## src/pew_pkg.sv

```systemverilog
`default_nettype none
package pew_pkg;
	// register offsets, byte addresses of each 16-bit register
	localparam logic [7:0] PEW_OFS_CTRL = 8'hd4; // power_event_control
	localparam logic [7:0] PEW_OFS_TIME = 8'hd6; // sleep_wake_timing
	localparam logic [7:0] PEW_OFS_PRST = 8'hd8; // phy_block_reset
	// power_event_control, sleep_wake_timing and phy_block_reset field positions
	localparam int PEW_B_DLY = 14; // output delay enable
	localparam int PEW_B_RSV = 13; // reserved, read/write
	localparam int PEW_B_POL = 12; // output polarity
	localparam int PEW_B_EN = 8; // event enables, bits 11..8
	localparam int PEW_B_AUTO = 7; // automatic wake-up enable
	localparam int PEW_B_TONRM = 6; // wake to normal mode
	localparam int PEW_B_STS = 2; // wake status, bits 5..2
	localparam int PEW_B_MODE = 0; // mode, bits 1..0
	localparam int PEW_B_WAKET = 8; // wake-up time, bits 15..8
	localparam int PEW_B_SLEEPT = 0; // go-sleep time, bits 7..0
	localparam int PEW_B_PRST = 0; // phy reset strobe
	// event bit order inside enable and status fields
	localparam int PEW_EV_ENERGY = 0;
	localparam int PEW_EV_LINK = 1;
	localparam int PEW_EV_MAGIC = 2;
	localparam int PEW_EV_FRAME = 3;
	// values after reset
	localparam logic [7:0] PEW_RST_WAKET = 8'h08;
	localparam logic [7:0] PEW_RST_SLEEPT = 8'h0c;
	localparam logic [3:0] PEW_RST_STS = 4'h0;
	// time units and derived cycle counts at 100 MHz
	localparam longint PEW_CLK_HZ = 100000000;
	localparam longint PEW_WAKE_UNIT_MS = 16;
	localparam longint PEW_SLEEP_UNIT_S = 1;
	localparam int PEW_CYC_WAKE_UNIT = int'(PEW_CLK_HZ * PEW_WAKE_UNIT_MS / 1000);
	localparam int PEW_CYC_SLEEP_UNIT = int'(PEW_CLK_HZ * PEW_SLEEP_UNIT_S);
	// power management modes
	typedef enum logic [1:0] {
		PEW_MODE_NORMAL = 2'b00,
		PEW_MODE_EDETECT = 2'b01,
		PEW_MODE_RSVD = 2'b10,
		PEW_MODE_SAVING = 2'b11
	} pew_mode_e;
	// power state inside energy-detect mode
	typedef enum logic [0:0] {
		PEW_PWR_NORMAL = 1'b0,
		PEW_PWR_LOW = 1'b1
	} pew_pwr_e;
	// software control fields of power_event_control
	typedef struct packed {
		logic dlyEn;
		logic rsv;
		logic polHigh;
		logic [3:0] evEn;
		logic autoWake;
		logic toNormal;
		pew_mode_e mode;
	} pew_ctl_s;
	localparam pew_ctl_s PEW_RST_CTL = '{1'b0, 1'b0, 1'b0, 4'h0, 1'b0, 1'b0, PEW_MODE_NORMAL};
endpackage
`default_nettype wire

```

## src/pew_wake_ctrl.sv

```systemverilog
`default_nettype none
// Notes on behaviour
// - polarity bit 1: pin active high, else low
// - enables bits 11..8: frame, magic, link, energy
// - enabled events assert pin, disabled ones don't
// - auto wake leaves low power after sustained energy
// - wake-to-normal clears mode, needs auto wake
// - status one bit per event: energy, link, magic, frame
// - energy and link events also pulse interrupt bits
// - status cleared by power-up reset or write-one
// - cleared status releases the power event pin
// - mode 00 normal, 01 detect, 11 saving
// - host access or energy wakes low power state
// - wake needs energy for field times 16 ms
// - sleep needs no energy for field times 1 s
// - phy reset bit is write-only, self clearing
// - delay enable holds pin until clocks ready, only while auto wake is also set
module pew_wake_ctrl
	import pew_pkg::*;
#(
	parameter int CYC_WAKE_UNIT = PEW_CYC_WAKE_UNIT, // cycles per 16 ms unit
	parameter int CYC_SLEEP_UNIT = PEW_CYC_SLEEP_UNIT // cycles per 1 s unit
) (
	input wire logic clk, // 100 MHz clock
	input wire logic rst, // hardware reset, sync, high
	input wire logic porRst, // power-up reset, sync, high
	input wire logic [7:0] regAddr, // register byte address
	input wire logic [1:0] regBe, // byte enables
	input wire logic regWr, // write strobe
	input wire logic regRd, // read strobe
	input wire logic [15:0] regWdata, // write data
	output logic [15:0] regRdata, // read data, one cycle after strobe
	input wire logic evEnergy, // energy wake event pulse
	input wire logic evLinkUp, // link down-to-up pulse
	input wire logic evMagic, // magic packet pulse
	input wire logic evFrame, // wake-up frame pulse
	input wire logic energyPresent, // line energy level
	input wire logic clocksReady, // all clocks run, host ready
	output logic powerEventOut, // power event pin
	output logic lowPower, // energy-detect low power state
	output logic intEnergySet, // sets interrupt status bit 2
	output logic intLinkSet, // sets interrupt status bit 3
	output logic phyReset // one-cycle phy reset pulse
);
	// control, status and timing registers
	pew_ctl_s ctl_ff, nxt_ctl;
	logic [3:0] sts_ff, nxt_sts; // wake status, survives rst
	logic [7:0] wakeT_ff, nxt_wakeT; // wake time in 16 ms units
	logic [7:0] sleepT_ff, nxt_sleepT; // sleep time in 1 s units
	logic [14:0] prstRsv_ff, nxt_prstRsv; // reserved bits of reset register
	logic [15:0] rdata_ff, nxt_rdata;
	logic phyRst_ff, nxt_phyRst;
	// power state and timers
	pew_pwr_e pwr_ff, nxt_pwr;
	logic [26:0] pre_ff, nxt_pre; // prescaler inside one time unit
	logic [7:0] units_ff, nxt_units; // completed units
	logic pme_ff, nxt_pme;
	logic intE_ff, nxt_intE, intL_ff, nxt_intL;
	logic hostAccess; // any register read or write
	logic [3:0] evIn; // raw events in status order
	logic energyWake; // timed energy wake-up fires
	logic pending; // latched enabled event exists
	logic wrCtl, wrTime, wrPrst;

	assign hostAccess = regWr | regRd;
	assign evIn = {evFrame, evMagic, evLinkUp, evEnergy};
	assign wrCtl = regWr && regAddr == PEW_OFS_CTRL;
	assign wrTime = regWr && regAddr == PEW_OFS_TIME;
	assign wrPrst = regWr && regAddr == PEW_OFS_PRST;

	// timers: low state counts energy, normal state counts silence
	always_comb begin
		logic measuring;
		logic [26:0] unitLen;
		logic [7:0] target;
		measuring = 1'b0;
		unitLen = 27'(CYC_WAKE_UNIT);
		target = wakeT_ff;
		nxt_pre = pre_ff;
		nxt_units = units_ff;
		nxt_pwr = pwr_ff;
		energyWake = 1'b0;
		if (pwr_ff == PEW_PWR_LOW) begin
			measuring = energyPresent;
		end else begin
			measuring = !energyPresent && ctl_ff.mode == PEW_MODE_EDETECT;
			unitLen = 27'(CYC_SLEEP_UNIT);
			target = sleepT_ff;
		end
		if (!measuring) begin
			// a break restarts the whole period, partial units are lost
			nxt_pre = '0;
			nxt_units = '0;
		end else if (units_ff < target) begin
			if (pre_ff == unitLen - 27'd1) begin
				nxt_pre = '0;
				nxt_units = units_ff + 8'd1;
			end else begin
				nxt_pre = pre_ff + 27'd1;
			end
		end
		// state moves; a zero time field would act at once
		case (pwr_ff)
			PEW_PWR_NORMAL: begin
				if (measuring && units_ff >= target) begin
					nxt_pwr = PEW_PWR_LOW;
				end
			end
			PEW_PWR_LOW: begin
				if (ctl_ff.mode != PEW_MODE_EDETECT || hostAccess) begin
					nxt_pwr = PEW_PWR_NORMAL;
				end else if (ctl_ff.autoWake && measuring && units_ff >= target) begin
					nxt_pwr = PEW_PWR_NORMAL;
					energyWake = 1'b1;
				end
			end
			default: nxt_pwr = PEW_PWR_NORMAL;
		endcase
		if (nxt_pwr != pwr_ff) begin
			nxt_pre = '0;
			nxt_units = '0;
		end
	end

	// register writes, status latching and read data
	always_comb begin
		logic [3:0] setEv;
		nxt_ctl = ctl_ff;
		nxt_wakeT = wakeT_ff;
		nxt_sleepT = sleepT_ff;
		nxt_prstRsv = prstRsv_ff;
		nxt_phyRst = 1'b0;
		nxt_rdata = 16'h0000; // unmapped reads return zero
		setEv = evIn;
		setEv[PEW_EV_ENERGY] = evIn[PEW_EV_ENERGY] | energyWake;
		nxt_sts = sts_ff;
		if (wrCtl) begin
			if (regBe[1]) begin
				nxt_ctl.dlyEn = regWdata[PEW_B_DLY];
				nxt_ctl.rsv = regWdata[PEW_B_RSV];
				nxt_ctl.polHigh = regWdata[PEW_B_POL];
				nxt_ctl.evEn = regWdata[PEW_B_EN +: 4];
			end
			if (regBe[0]) begin
				nxt_ctl.autoWake = regWdata[PEW_B_AUTO];
				nxt_ctl.toNormal = regWdata[PEW_B_TONRM];
				// the reserved code is refused, old mode stays
				if (regWdata[PEW_B_MODE +: 2] != PEW_MODE_RSVD) begin
					nxt_ctl.mode = pew_mode_e'(regWdata[PEW_B_MODE +: 2]);
				end
				nxt_sts = sts_ff & ~regWdata[PEW_B_STS +: 4];
			end
		end
		nxt_sts = nxt_sts | setEv;
		// sustained energy may hand the device back to normal mode
		if (energyWake && ctl_ff.toNormal) begin
			nxt_ctl.mode = PEW_MODE_NORMAL;
		end
		if (wrTime) begin
			if (regBe[1]) begin
				nxt_wakeT = regWdata[PEW_B_WAKET +: 8];
			end
			if (regBe[0]) begin
				nxt_sleepT = regWdata[PEW_B_SLEEPT +: 8];
			end
		end
		if (wrPrst) begin
			if (regBe[0]) begin
				nxt_phyRst = regWdata[PEW_B_PRST];
				nxt_prstRsv[6:0] = regWdata[7:1];
			end
			if (regBe[1]) begin
				nxt_prstRsv[14:7] = regWdata[15:8];
			end
		end
		if (regRd) begin
			case (regAddr)
				PEW_OFS_CTRL: nxt_rdata = {1'b0, ctl_ff.dlyEn, ctl_ff.rsv, ctl_ff.polHigh,
					ctl_ff.evEn, ctl_ff.autoWake, ctl_ff.toNormal, sts_ff, ctl_ff.mode};
				PEW_OFS_TIME: nxt_rdata = {wakeT_ff, sleepT_ff};
				PEW_OFS_PRST: nxt_rdata = {prstRsv_ff, 1'b0}; // strobe reads zero
				default: nxt_rdata = 16'h0000;
			endcase
		end
	end

	// pin and interrupt side effects
	always_comb begin
		logic holdOff;
		pending = |(sts_ff & ctl_ff.evEn);
		holdOff = ctl_ff.dlyEn && ctl_ff.autoWake && !clocksReady;
		// polarity applied last so an idle pin sits at its inactive level
		nxt_pme = (pending && !holdOff) ? ctl_ff.polHigh : !ctl_ff.polHigh;
		nxt_intE = evIn[PEW_EV_ENERGY] | energyWake;
		nxt_intL = evIn[PEW_EV_LINK];
	end

	// registers; wake status only listens to power-up reset
	always_ff @(posedge clk) begin
		if (porRst) begin
			sts_ff <= PEW_RST_STS;
		end else begin
			sts_ff <= nxt_sts;
		end
		if (rst || porRst) begin
			ctl_ff <= PEW_RST_CTL;
			wakeT_ff <= PEW_RST_WAKET;
			sleepT_ff <= PEW_RST_SLEEPT;
			prstRsv_ff <= '0;
			rdata_ff <= '0;
			phyRst_ff <= 1'b0;
			pwr_ff <= PEW_PWR_NORMAL;
			pre_ff <= '0;
			units_ff <= '0;
			pme_ff <= 1'b1; // inactive for the reset polarity of zero
			intE_ff <= 1'b0;
			intL_ff <= 1'b0;
		end else begin
			ctl_ff <= nxt_ctl;
			wakeT_ff <= nxt_wakeT;
			sleepT_ff <= nxt_sleepT;
			prstRsv_ff <= nxt_prstRsv;
			rdata_ff <= nxt_rdata;
			phyRst_ff <= nxt_phyRst;
			pwr_ff <= nxt_pwr;
			pre_ff <= nxt_pre;
			units_ff <= nxt_units;
			pme_ff <= nxt_pme;
			intE_ff <= nxt_intE;
			intL_ff <= nxt_intL;
		end
	end

	assign regRdata = rdata_ff;
	assign powerEventOut = pme_ff;
	assign lowPower = pwr_ff; // low state is encoded as one, so no gate on the pin
	assign intEnergySet = intE_ff;
	assign intLinkSet = intL_ff;
	assign phyReset = phyRst_ff;
endmodule
`default_nettype wire

```

## config.mk

```make
export PLATFORM = sky130hd
export DESIGN_NAME = pew_wake_ctrl
export DESIGN_NICKNAME = d
export VERILOG_FILES = /design/src/pew_pkg.sv /design/src/pew_wake_ctrl.sv
export SDC_FILE = /design/constraint.sdc
export NUM_CORES = 1
export LEC_CHECK = 0
export BUFFER_PORTS_ARGS = -buffer_cell sky130_fd_sc_hd__buf_4
export CELL_PAD_IN_SITES_DETAIL_PLACEMENT = 0
export CELL_PAD_IN_SITES_GLOBAL_PLACEMENT = 1
export CORE_MARGIN = 3
export CORE_UTILIZATION = 44
export CTS_CLUSTER_SIZE = 25
export DETAILED_ROUTE_END_ITERATION = 7
export PLACE_DENSITY_LB_ADDON = 0.1
export SETUP_SLACK_MARGIN = 0.1
export SYNTH_ARGS = -nofsm -noshare
export SYNTH_HDL_FRONTEND = slang
export SYNTH_SLANG_ARGS = --single-unit
```

## constraint.sdc

```tcl
create_clock -name clk -period 3.2 [get_ports clk]
set_input_delay 0.48 -clock clk [delete_from_list [all_inputs] [get_ports clk]]
set_output_delay 0.48 -clock clk [all_outputs]
set_load 0.03 [all_outputs]
```

==> results of run 1 <==
layer usage:
| metal | part of all wire | up-vias | routed length [um] | global-route usage |
|---|---|---|---|---|
| li1 | - | 1918 | - | - |
| met1 | 0.47 | 1845 | 5470 | 0.301 |
| met2 | 0.45 | 102 | 5200 | 0.302 |
| met3 | 0.070 | 10 | 811 | 0.0609 |
| met4 | 0.0091 | 0 | 106 | 0.0568 |
| met5 | 0 | - | 0 | 0 |
metrics by stage:
step / setup slack, ns / utilization
final: 0.619 / 0.540
after global routing: 0.393 / 0.540
after CTS: 0.592 / 0.540
after detailed placement: 0.615 / 0.521
after global placement: 0.675 / 0.521
after floorplan: 0.184 / -
critical path: stages (launching register included):
cell     delay [ns]
dfxtp_1        0.61
mux2i_1        0.24
ha_1           0.27
a21oi_1        0.18
o21ai_2        0.18
or2_2          0.43
nor4b_1        0.34
xnor2_1        0.16
nor2_1         0.05
logic make-up after synthesis:
family,after synthesis,synth area share
buffers and inverters,29,0.0276
xor gates and xnor gates,32,0.0606
and+or+nand+nor,242,0.274
AOI/OAI and AO/OA,59,0.0936
DFF,102,0.441
muxes,35,0.0760
adders and majority gates,10,0.0270
state kept, by name, indices dropped and copies added (netlist names):
name / count
pre_ff: 27
units_ff: 8
prstRsv_ff: 15
powerEventOut: 1
ctl_ff: 11
phyReset: 1
lowPower: 1
sts_ff: 4
intEnergySet: 1
regRdata: 16
wakeT_ff: 8
sleepT_ff: 8
intLinkSet: 1
power groups by stage:
stage	registers, mW	logic, mW	clock network, mW
after floorplan	1.31	0.0190	0
after global placement	1.31	0.0752	0
after detailed placement	1.31	0.0762	0
after CTS	1.28	0.0765	0.858
after global routing	1.28	0.0820	0.914
final	1.28	0.0763	0.834
final timing paths:
| check | to | startpoint | cells past startpoint |
|---|---|---|---|
| max | pre_ff[21]$_SDFFE_PP0P_ | lowPower$_SDFF_PP0_ | 8 |
| min | intLinkSet$_SDFF_PP0_ | evLinkUp | 2 |
| max reg2reg | pre_ff[21]$_SDFFE_PP0P_ | lowPower$_SDFF_PP0_ | 8 |
| min reg2reg | prstRsv_ff[7]$_SDFFE_PP0P_ | prstRsv_ff[7]$_SDFFE_PP0P_ | 2 |
cells in the mapped netlist, drive strengths merged, types with 2 or more instances:
cell type,instances
o21ai,3
o31a,2
nor3b,5
nand2,59
mux2i,34
nand4b,2
nor2,83
nor4b,7
nor4,16
nand3,14
o211ai,2
xnor2,32
or4b,2
nand3b,2
and3,8
nor3,19
and2,3
inv,4
or2,4
a222oi,14
nor2b,3
ha,10
buf,6
nand4,10
a22oi,5
dfxtp,102
clkbuf,19
a21oi,24
and4,2
final cells by class:
class | count | area, um^2
clock buffers | 9 | 124
clock inverters | 7 | 72.6
fillers | 983 | 4600
inverters | 4 | 15.0
multi-input cells | 378 | 2470
flip-flops and latches | 102 | 2040
well taps | 133 | 166
repair buffers | 68 | 510
==> run summary, run 1 <==
Status = complete, no violations
Post-Route Setup TNS = 0 ns
WS Path Type = reg2reg
Antenna Violating Nets Remaining = 0
Detailed Route Iter0 Violations = 242
Fin. Hold Viols = 0
GRT Total Usage = 0.209
Layout area overhead = 16.8%
CTS Buf Count = 9
Switching share of power = 0.235
I/O Pins = 58
Die Y = 109 um
Hold Buf Count CTS = 0
Relative slew slack = 0.465
Top cells by area, synth = dfxtp_1 44%, mux2i_1 7.4%, nor2_1 6.7%, xnor2_1 6.1%, nand2_1 4.8%
Final wirelength = 11.6 mm
Max-Cap Viols = 0
Largest net degree at the start of global routing = 41
Yosys cell types = 52
Commonest cells after routing, fill and taps aside = 102 x dfxtp_1, 83 x nor2_1, 68 x buf_4, 59 x nand2_1, 34 x mux2i_1
Final min period = 2.58 ns
PortBufs = 57
Power Density = 405 nW/um^2
Setup crit start kind = flop
Worst Hold Class = in2reg
Synth Warn # = 0
Share of cells above drive strength 1 = 0.188
Arr. time, crit path = 2.86 ns
Synth area leader = dfxtp_1
Finish-stage setup viols = 0
CTS tree = built
Vias per cell = 5.53
Site Rows = 36
Vias = 3875
Syn Nets = 556
Post-Syn Area = 4630 um^2
WL per Instance = 16.5 um
Number of synthesized flops with an enable pin = 0
P_leak = 1.71 nW
Clock sink count = 102
Final nets = 610
WP data required = 3.48 ns
Placed Cells = 685
Crit share post-route = 0.806
# DRC = 0
Tot Pwr = 2.19 mW
Vias in the first global route = 3616
Post-Layout Cell Count = 701
Grt total ovfl = 0
Die Wd = 109 um
Average size of a mapped cell = 9.09 um^2
Unrepaired setup endpoints after global routing = false
Worst-Margin Slew = 0.802 ns
Root buffer cell = clkbuf_8
DIE AREA = 11800 um^2
Pre-Repair DR Iteration Count = 5
Seq pwr share = 0.584
Crit Path Max Fanout = 11
Setup Fix Bufs, Post-CTS = 0
Initial Utilization = 0.463
CP endpoint kind = flop
First-pass GRT wire length = 19.0 mm
Routability congestion estimate = 0.816
Design area = 5400 um^2
Clock slew at reported path FFs = 0.10 ns
Post-Route Skew = 0.0166 ns
Primary FF master, synth = dfxtp_1
Comb pwr share = 0.035
VDD IR max = 0.000296 V
Flops & latches, synth = 102
Area after DPL = 5200 um^2
Final hold slack = 0.304 ns
CTS resizes = 0
HPWL after DPL = 8.12 mm
Initial antenna violation count = 0
Commonest non-fill, non-tap cell in the layout = dfxtp_1
R2R Setup Slk = 0.62 ns
Fmax = 388 MHz
Int Pwr = 1.67 mW
Sw Pwr = 0.515 mW
Slew Limit Fails = 0
H-tree levels = 3
Async set or reset register ratio after synthesis = 0
Clock power share = 0.381
Clock Latency Late Sink = 0.39 ns
Sequential area share after synthesis = 0.441
# diodes = 0
Cells after Synth = 509
Core ar. = 10000 um^2
Synth top area share = 0.441
Bufs on Longest Clock Path = 2
Note: power is estimated with default switching activity, not from simulation.
==> run 2, diff against run 1 <==
clock period = 2.41 ns   (was 3.2 ns; I/O delays follow)
==> run summary, run 2 (synthesis gave the netlist of run 1 again) <==
Post-Route Skew = 0.0143 ns
Fmax = 428 MHz
Max layer used = met4
Area occupied by registers = 2050 um^2
Initial antenna violation count = 0
Post-Route Setup TNS = 0 ns
Bufs on Longest Clock Path = 2
CTS tree = built
Fillers = 916
Die Wd = 109 um
Area occupied by multi-input gates = 2730 um^2
Max-Cap Viols = 0
Routability congestion estimate = 0.859
H-tree levels = 3
HPWL after DPL = 8.44 mm
Final wirelength = 12.3 mm
Slew Limit Fails = 0
Final min period = 2.34 ns
Arr. time, crit path = 2.65 ns
Antenna Violating Nets Remaining = 0
Clock slew at reported path FFs = 0.11 ns
Crit path max-delay family = compound AO/OA/AOI/OAI gates
Unrepaired setup endpoints after global routing = true
Largest register FFs = 27
Crit share post-route = 0.970
VDD IR max = 0.000239 V
Grt total ovfl = 0
Crit Path Max Fanout = 6
CTS Buf Count = 9
CP endpoint kind = flop
Status = complete, no violations
Relative slew slack = 0.482
GRT Total Usage = 0.209
Area after DPL = 5420 um^2
DR WL met2 = 6.14 mm
PortBufs = 57
I/O Pins = 58
Layout area overhead = 28.0%
First-pass GRT wire length = 19.2 mm
Worst Path Buf+Inv = 1
WS Path Type = reg2reg
Commonest cells after routing, fill and taps aside = 101 x dfxtp_1, 91 x buf_4, 76 x nor2_1, 58 x nand2_1
Clock Latency Late Sink = 0.37 ns
Worst path cell trace = mux2i_1, ha_1, nor2b_4, o211ai_1, buf_4, a31oi_4, o31a_1, or2_4, nor2_2
Core ar. = 10000 um^2
# DRC = 0
Largest register by flop count = pre_ff
Power Density = 476 nW/um^2
Largest net degree at the start of global routing = 41
DRT met1 WL = 5.39 mm
Design area = 5920 um^2
Setup crit start kind = flop
Hold Buf Count CTS = 0
WL per Instance = 16.8 um
# diodes = 0
Commonest non-fill, non-tap cell in the layout = dfxtp_1
Vias in the first global route = 3751
Initial Utilization = 0.463
Fin. Hold Viols = 0
Vias per cell = 5.46
WP data required = 2.72 ns
DIE AREA = 11800 um^2
Worst-Margin Slew = 0.777 ns
Die Y = 109 um
Final nets = 644
Detailed Route Iter0 Violations = 298
Root buffer cell = clkbuf_8
Finish-stage setup viols = 0
Site Rows = 36
CP peak stage delay = 0.39 ns
Pre-Repair DR Iteration Count = 7
Met3 WL = 607 um
Vias = 4007
Slowest cell on the critical path = dfxtp_4
Share of cells above drive strength 1 = 0.288
Worst Hold Class = in2reg
Clock sink count = 102
P_leak = 1.93 nW
[run 2: final cells by class]
cell class                 count  area share
multi-input combinational    382       0.462
clock buffer                   9      0.0209
sequential                   102       0.346
inverter                       4     0.00254
clock inverter                 6     0.00909
timing repair buffer          98       0.132
tap                          133      0.0281
[run 2: where the power goes]
part	switching (mW)	internal, mW
sequential	0.00593	1.69
clock	0.633	0.391
combinational	0.0505	0.0510
total	0.689	2.13
[run 2: worst paths after layout]
kind | end | slack (ns) | depth (start not counted) | start
worst max-delay path | pre_ff[10]$_SDFFE_PP0P_ | 0.07 | 9 | lowPower$_SDFF_PP0_
worst min register to register | prstRsv_ff[12]$_SDFFE_PP0P_ | 0.46 | 2 | prstRsv_ff[12]$_SDFFE_PP0P_
worst max register to register | pre_ff[10]$_SDFFE_PP0P_ | 0.07 | 9 | lowPower$_SDFF_PP0_
worst min-delay path | sts_ff[2]$_SDFF_PP0_ | 0.18 | 2 | porRst
[run 2: stage by stage]
stage / setup WS (ns) / std cells / hold WS (ns) / util / power [mW]
after floorplan: -0.0699 / 509 / 0.434 / - / 1.76
after global placement: 0.0754 / 700 / 0.442 / 0.542 / 1.83
after detailed placement: 0.0157 / 700 / 0.447 / 0.542 / 1.84
after CTS: 0.0579 / 718 / 0.158 / 0.564 / 2.85
after global routing: -0.0259 / 734 / 0.161 / 0.592 / 2.93
final: 0.0730 / 734 / 0.183 / 0.592 / 2.82
[run 2: worst register-to-register path, stage by stage, from the launching register on]
cell      delay (ns)
dfxtp_4         0.39
mux2i_1         0.21
ha_1            0.28
nor2b_4         0.14
o211ai_1        0.16
buf_4           0.19
a31oi_4         0.10
o31a_1          0.38
or2_4           0.32
nor2_2          0.12
[run 2: repair_timing]
| action | CTS | global route |
|---|---|---|
| pin swaps | 2 | 26 |
| gates cloned | 0 | 5 |
| endpoints found under the setup margin | 28 | 38 |
| resized for setup | 2 | 34 |
| buffers inserted | 3 | 11 |
[run 2: routing by layer]
metal	up-vias	global-route usage
met5	-	0
met4	0	0.0658
met3	16	0.0394
met2	107	0.353
met1	1894	0.270
li1	1990	-
==> run 3, diff against run 2 <==
ABC_AREA = 1   (was unset)
CORE_UTILIZATION = 42   (was 44)
==> run summary, run 3 <==
Area occupied by registers = 2050 um^2
Final min period = 2.20 ns
Most common cell in the synthesized netlist = nand2_1
R2R Setup Slk = 0.21 ns
PortBufs = 57
GRT Total Usage = 0.216
Antenna Violating Nets Remaining = 0
Unrepaired setup endpoints after global routing = false
Final hold slack = 0.231 ns
Yosys cell types = 41
Clock power share = 0.453
Die Y = 117 um
Relative slew slack = 0.695
Synth Warn # = 0
Area after DPL = 5810 um^2
DIE AREA = 13700 um^2
Final wirelength = 14.4 mm
# diodes = 0
Synth top area share = 0.394
Sw Pwr = 0.727 mW
Largest register FFs = 27
Crit share post-route = 0.915
I/O Pins = 58
H-tree levels = 3
Int Pwr = 2.58 mW
Finish-stage setup viols = 0
Post-Route Skew = 0.00714 ns
Synth area leader = dfxtp_1
Crit Path Max Fanout = 7
Worst Hold Class = in2reg
Root buffer cell = clkbuf_16
Vias = 4978
Final nets = 878
Hold Buf Count CTS = 0
Core ar. = 11800 um^2
Routability congestion estimate = 0.893
Share of cells above drive strength 1 = 0.176
Switching share of power = 0.220
Clock slew at reported path FFs = 0.07 ns
Commonest non-fill, non-tap cell in the layout = nand2_1
WP data required = 2.70 ns
WS Path Type = reg2reg
# DRC = 0
Slew Limit Fails = 0
Seq pwr share = 0.513
Layout area overhead = 22.2%
Worst-Margin Slew = 0.457 ns
Initial antenna violation count = 0
Detailed Route Iter0 Violations = 304
Fillers = 1161
Post-Layout Cell Count = 999
Syn Nets = 799
Synth cell count leaders = 169 x nand2_1, 140 x nor2_1, 102 x dfxtp_1
Vias in the first global route = 4681
Power Density = 521 nW/um^2
CP endpoint kind = flop
Setup crit start kind = flop
Status = complete, no violations
Bufs on Longest Clock Path = 2
VDD IR max = 0.000427 V
Flops & latches, synth = 102
Grt total ovfl = 0
Fin. Hold Viols = 0
Post-Route Setup TNS = 0 ns
Top cells by area, synth = dfxtp_1 39%, nand2_1 12%, nor2_1 10%, inv_1 6.7%, nand3_1 5.4%
Post-Syn Area = 5190 um^2
WL per Instance = 14.4 um
Largest net degree at the start of global routing = 43
Fmax = 454 MHz
Largest register by flop count = pre_ff
HPWL after DPL = 10.5 mm
Commonest cells after routing, fill and taps aside = 164 x nand2_1, 136 x nor2_1, 101 x dfxtp_1, 92 x inv_1, 74 x buf_4
P_leak = 2.71 nW
Vias per cell = 4.98
Design area = 6340 um^2
Tot Pwr = 3.31 mW
Die Wd = 117 um
Average size of a mapped cell = 6.90 um^2
Number of synthesized flops with an enable pin = 0
Comb pwr share = 0.035
Primary FF master, synth = dfxtp_1
Site Rows = 39
Arr. time, crit path = 2.50 ns
First-pass GRT wire length = 23.2 mm
Max-Cap Viols = 0
Pre-Repair DR Iteration Count = 5
Initial Utilization = 0.441
Placed Cells = 970
Area occupied by multi-input gates = 2710 um^2
CTS tree = built
Async set or reset register ratio after synthesis = 0
Clock sink count = 102
CTS Buf Count = 9
Clock Latency Late Sink = 0.35 ns
Sequential area share after synthesis = 0.394
Cells after Synth = 752
[run 3: cell count changes after synthesis, moves of 13 or more]
cell | previous run | this run
a222oi_1 | 14 | 0
xnor2_1 | 32 | 2
nand3_1 | 14 | 56
inv_1 | 4 | 93
nor2_1 | 83 | 140
clkbuf_1 | 19 | 6
mux2i_1 | 34 | 6
o21ai_0 | 2 | 45
nand2_1 | 59 | 169
[run 3: area by class of cell]
class                           count  area share
Clock buffer                       11      0.0383
Clock inverter                      4     0.00869
Inverter                          102      0.0616
Multi-Input combinational cell    534       0.428
Sequential cell                   102       0.323
Tap cell                          164      0.0324
Timing Repair Buffer               82       0.108
[run 3: critical path, cell delays in order, from the launching register on]
cell     delay [ns]
dfxtp_4        0.42
buf_6          0.14
mux2i_1        0.19
ha_1           0.26
nand2_2        0.13
nor2_4         0.05
nor2_4         0.16
buf_12         0.13
nand2_8        0.07
nor2_4         0.16
buf_12         0.13
buf_6          0.09
nand2_2        0.03
o21a_1         0.09
nor2_1         0.09
[run 3: layer usage]
layer / vias to the layer above / wire length, um / track usage
met2: 121 / 7220 / 0.378
li1: 2559 / - / -
met1: 2283 / 6270 / 0.267
met3: 15 / 658 / 0.0524
met4: 0 / 200 / 0.0558
met5: - / 0 / 0
[run 3: final timing paths]
| kind | startpoint | end | depth (start not counted) |
|---|---|---|---|
| max reg2reg | lowPower$_SDFF_PP0_ | units_ff[1]$_SDFFE_PP0P_ | 14 |
| min | evFrame | sts_ff[3]$_SDFF_PP0_ | 3 |
| min reg2reg | prstRsv_ff[11]$_SDFFE_PP0P_ | prstRsv_ff[11]$_SDFFE_PP0P_ | 2 |
| max | lowPower$_SDFF_PP0_ | units_ff[1]$_SDFFE_PP0P_ | 14 |
[run 3: per-stage QoR]
step	util	worst slack (ns)
final	0.539	0.205
after global routing	0.539	0.0823
after CTS	0.520	0.143
after detailed placement	0.494	0.0888
after global placement	0.494	0.150
after floorplan	-	0.111
[run 3: cells by family after synthesis]
logic type,after synthesis,synth area share
mux,6,0.0116
compound gates,94,0.103
buf+inv,117,0.0967
simple gates,416,0.359
xor+xnor,7,0.0118
fa+ha+maj,10,0.0241
flops,102,0.394
[run 3: repair_timing]
| action | CTS | global route |
|---|---|---|
| setup endpoints to repair | 8 | 35 |
| resized for setup | 1 | 25 |
| gates cloned | 0 | 2 |
| pin swaps | 0 | 11 |
| buffers inserted | 0 | 12 |
[run 3: power by group through the flow]
| stage | registers (mW) | logic [mW] | clock network (mW) |
|---|---|---|---|
| final | 1.70 | 0.114 | 1.50 |
| after global routing | 1.70 | 0.127 | 1.59 |
| after floorplan | 1.74 | 0.0386 | 0 |
| after detailed placement | 1.74 | 0.114 | 0 |
| after global placement | 1.74 | 0.112 | 0 |
| after CTS | 1.70 | 0.114 | 1.53 |
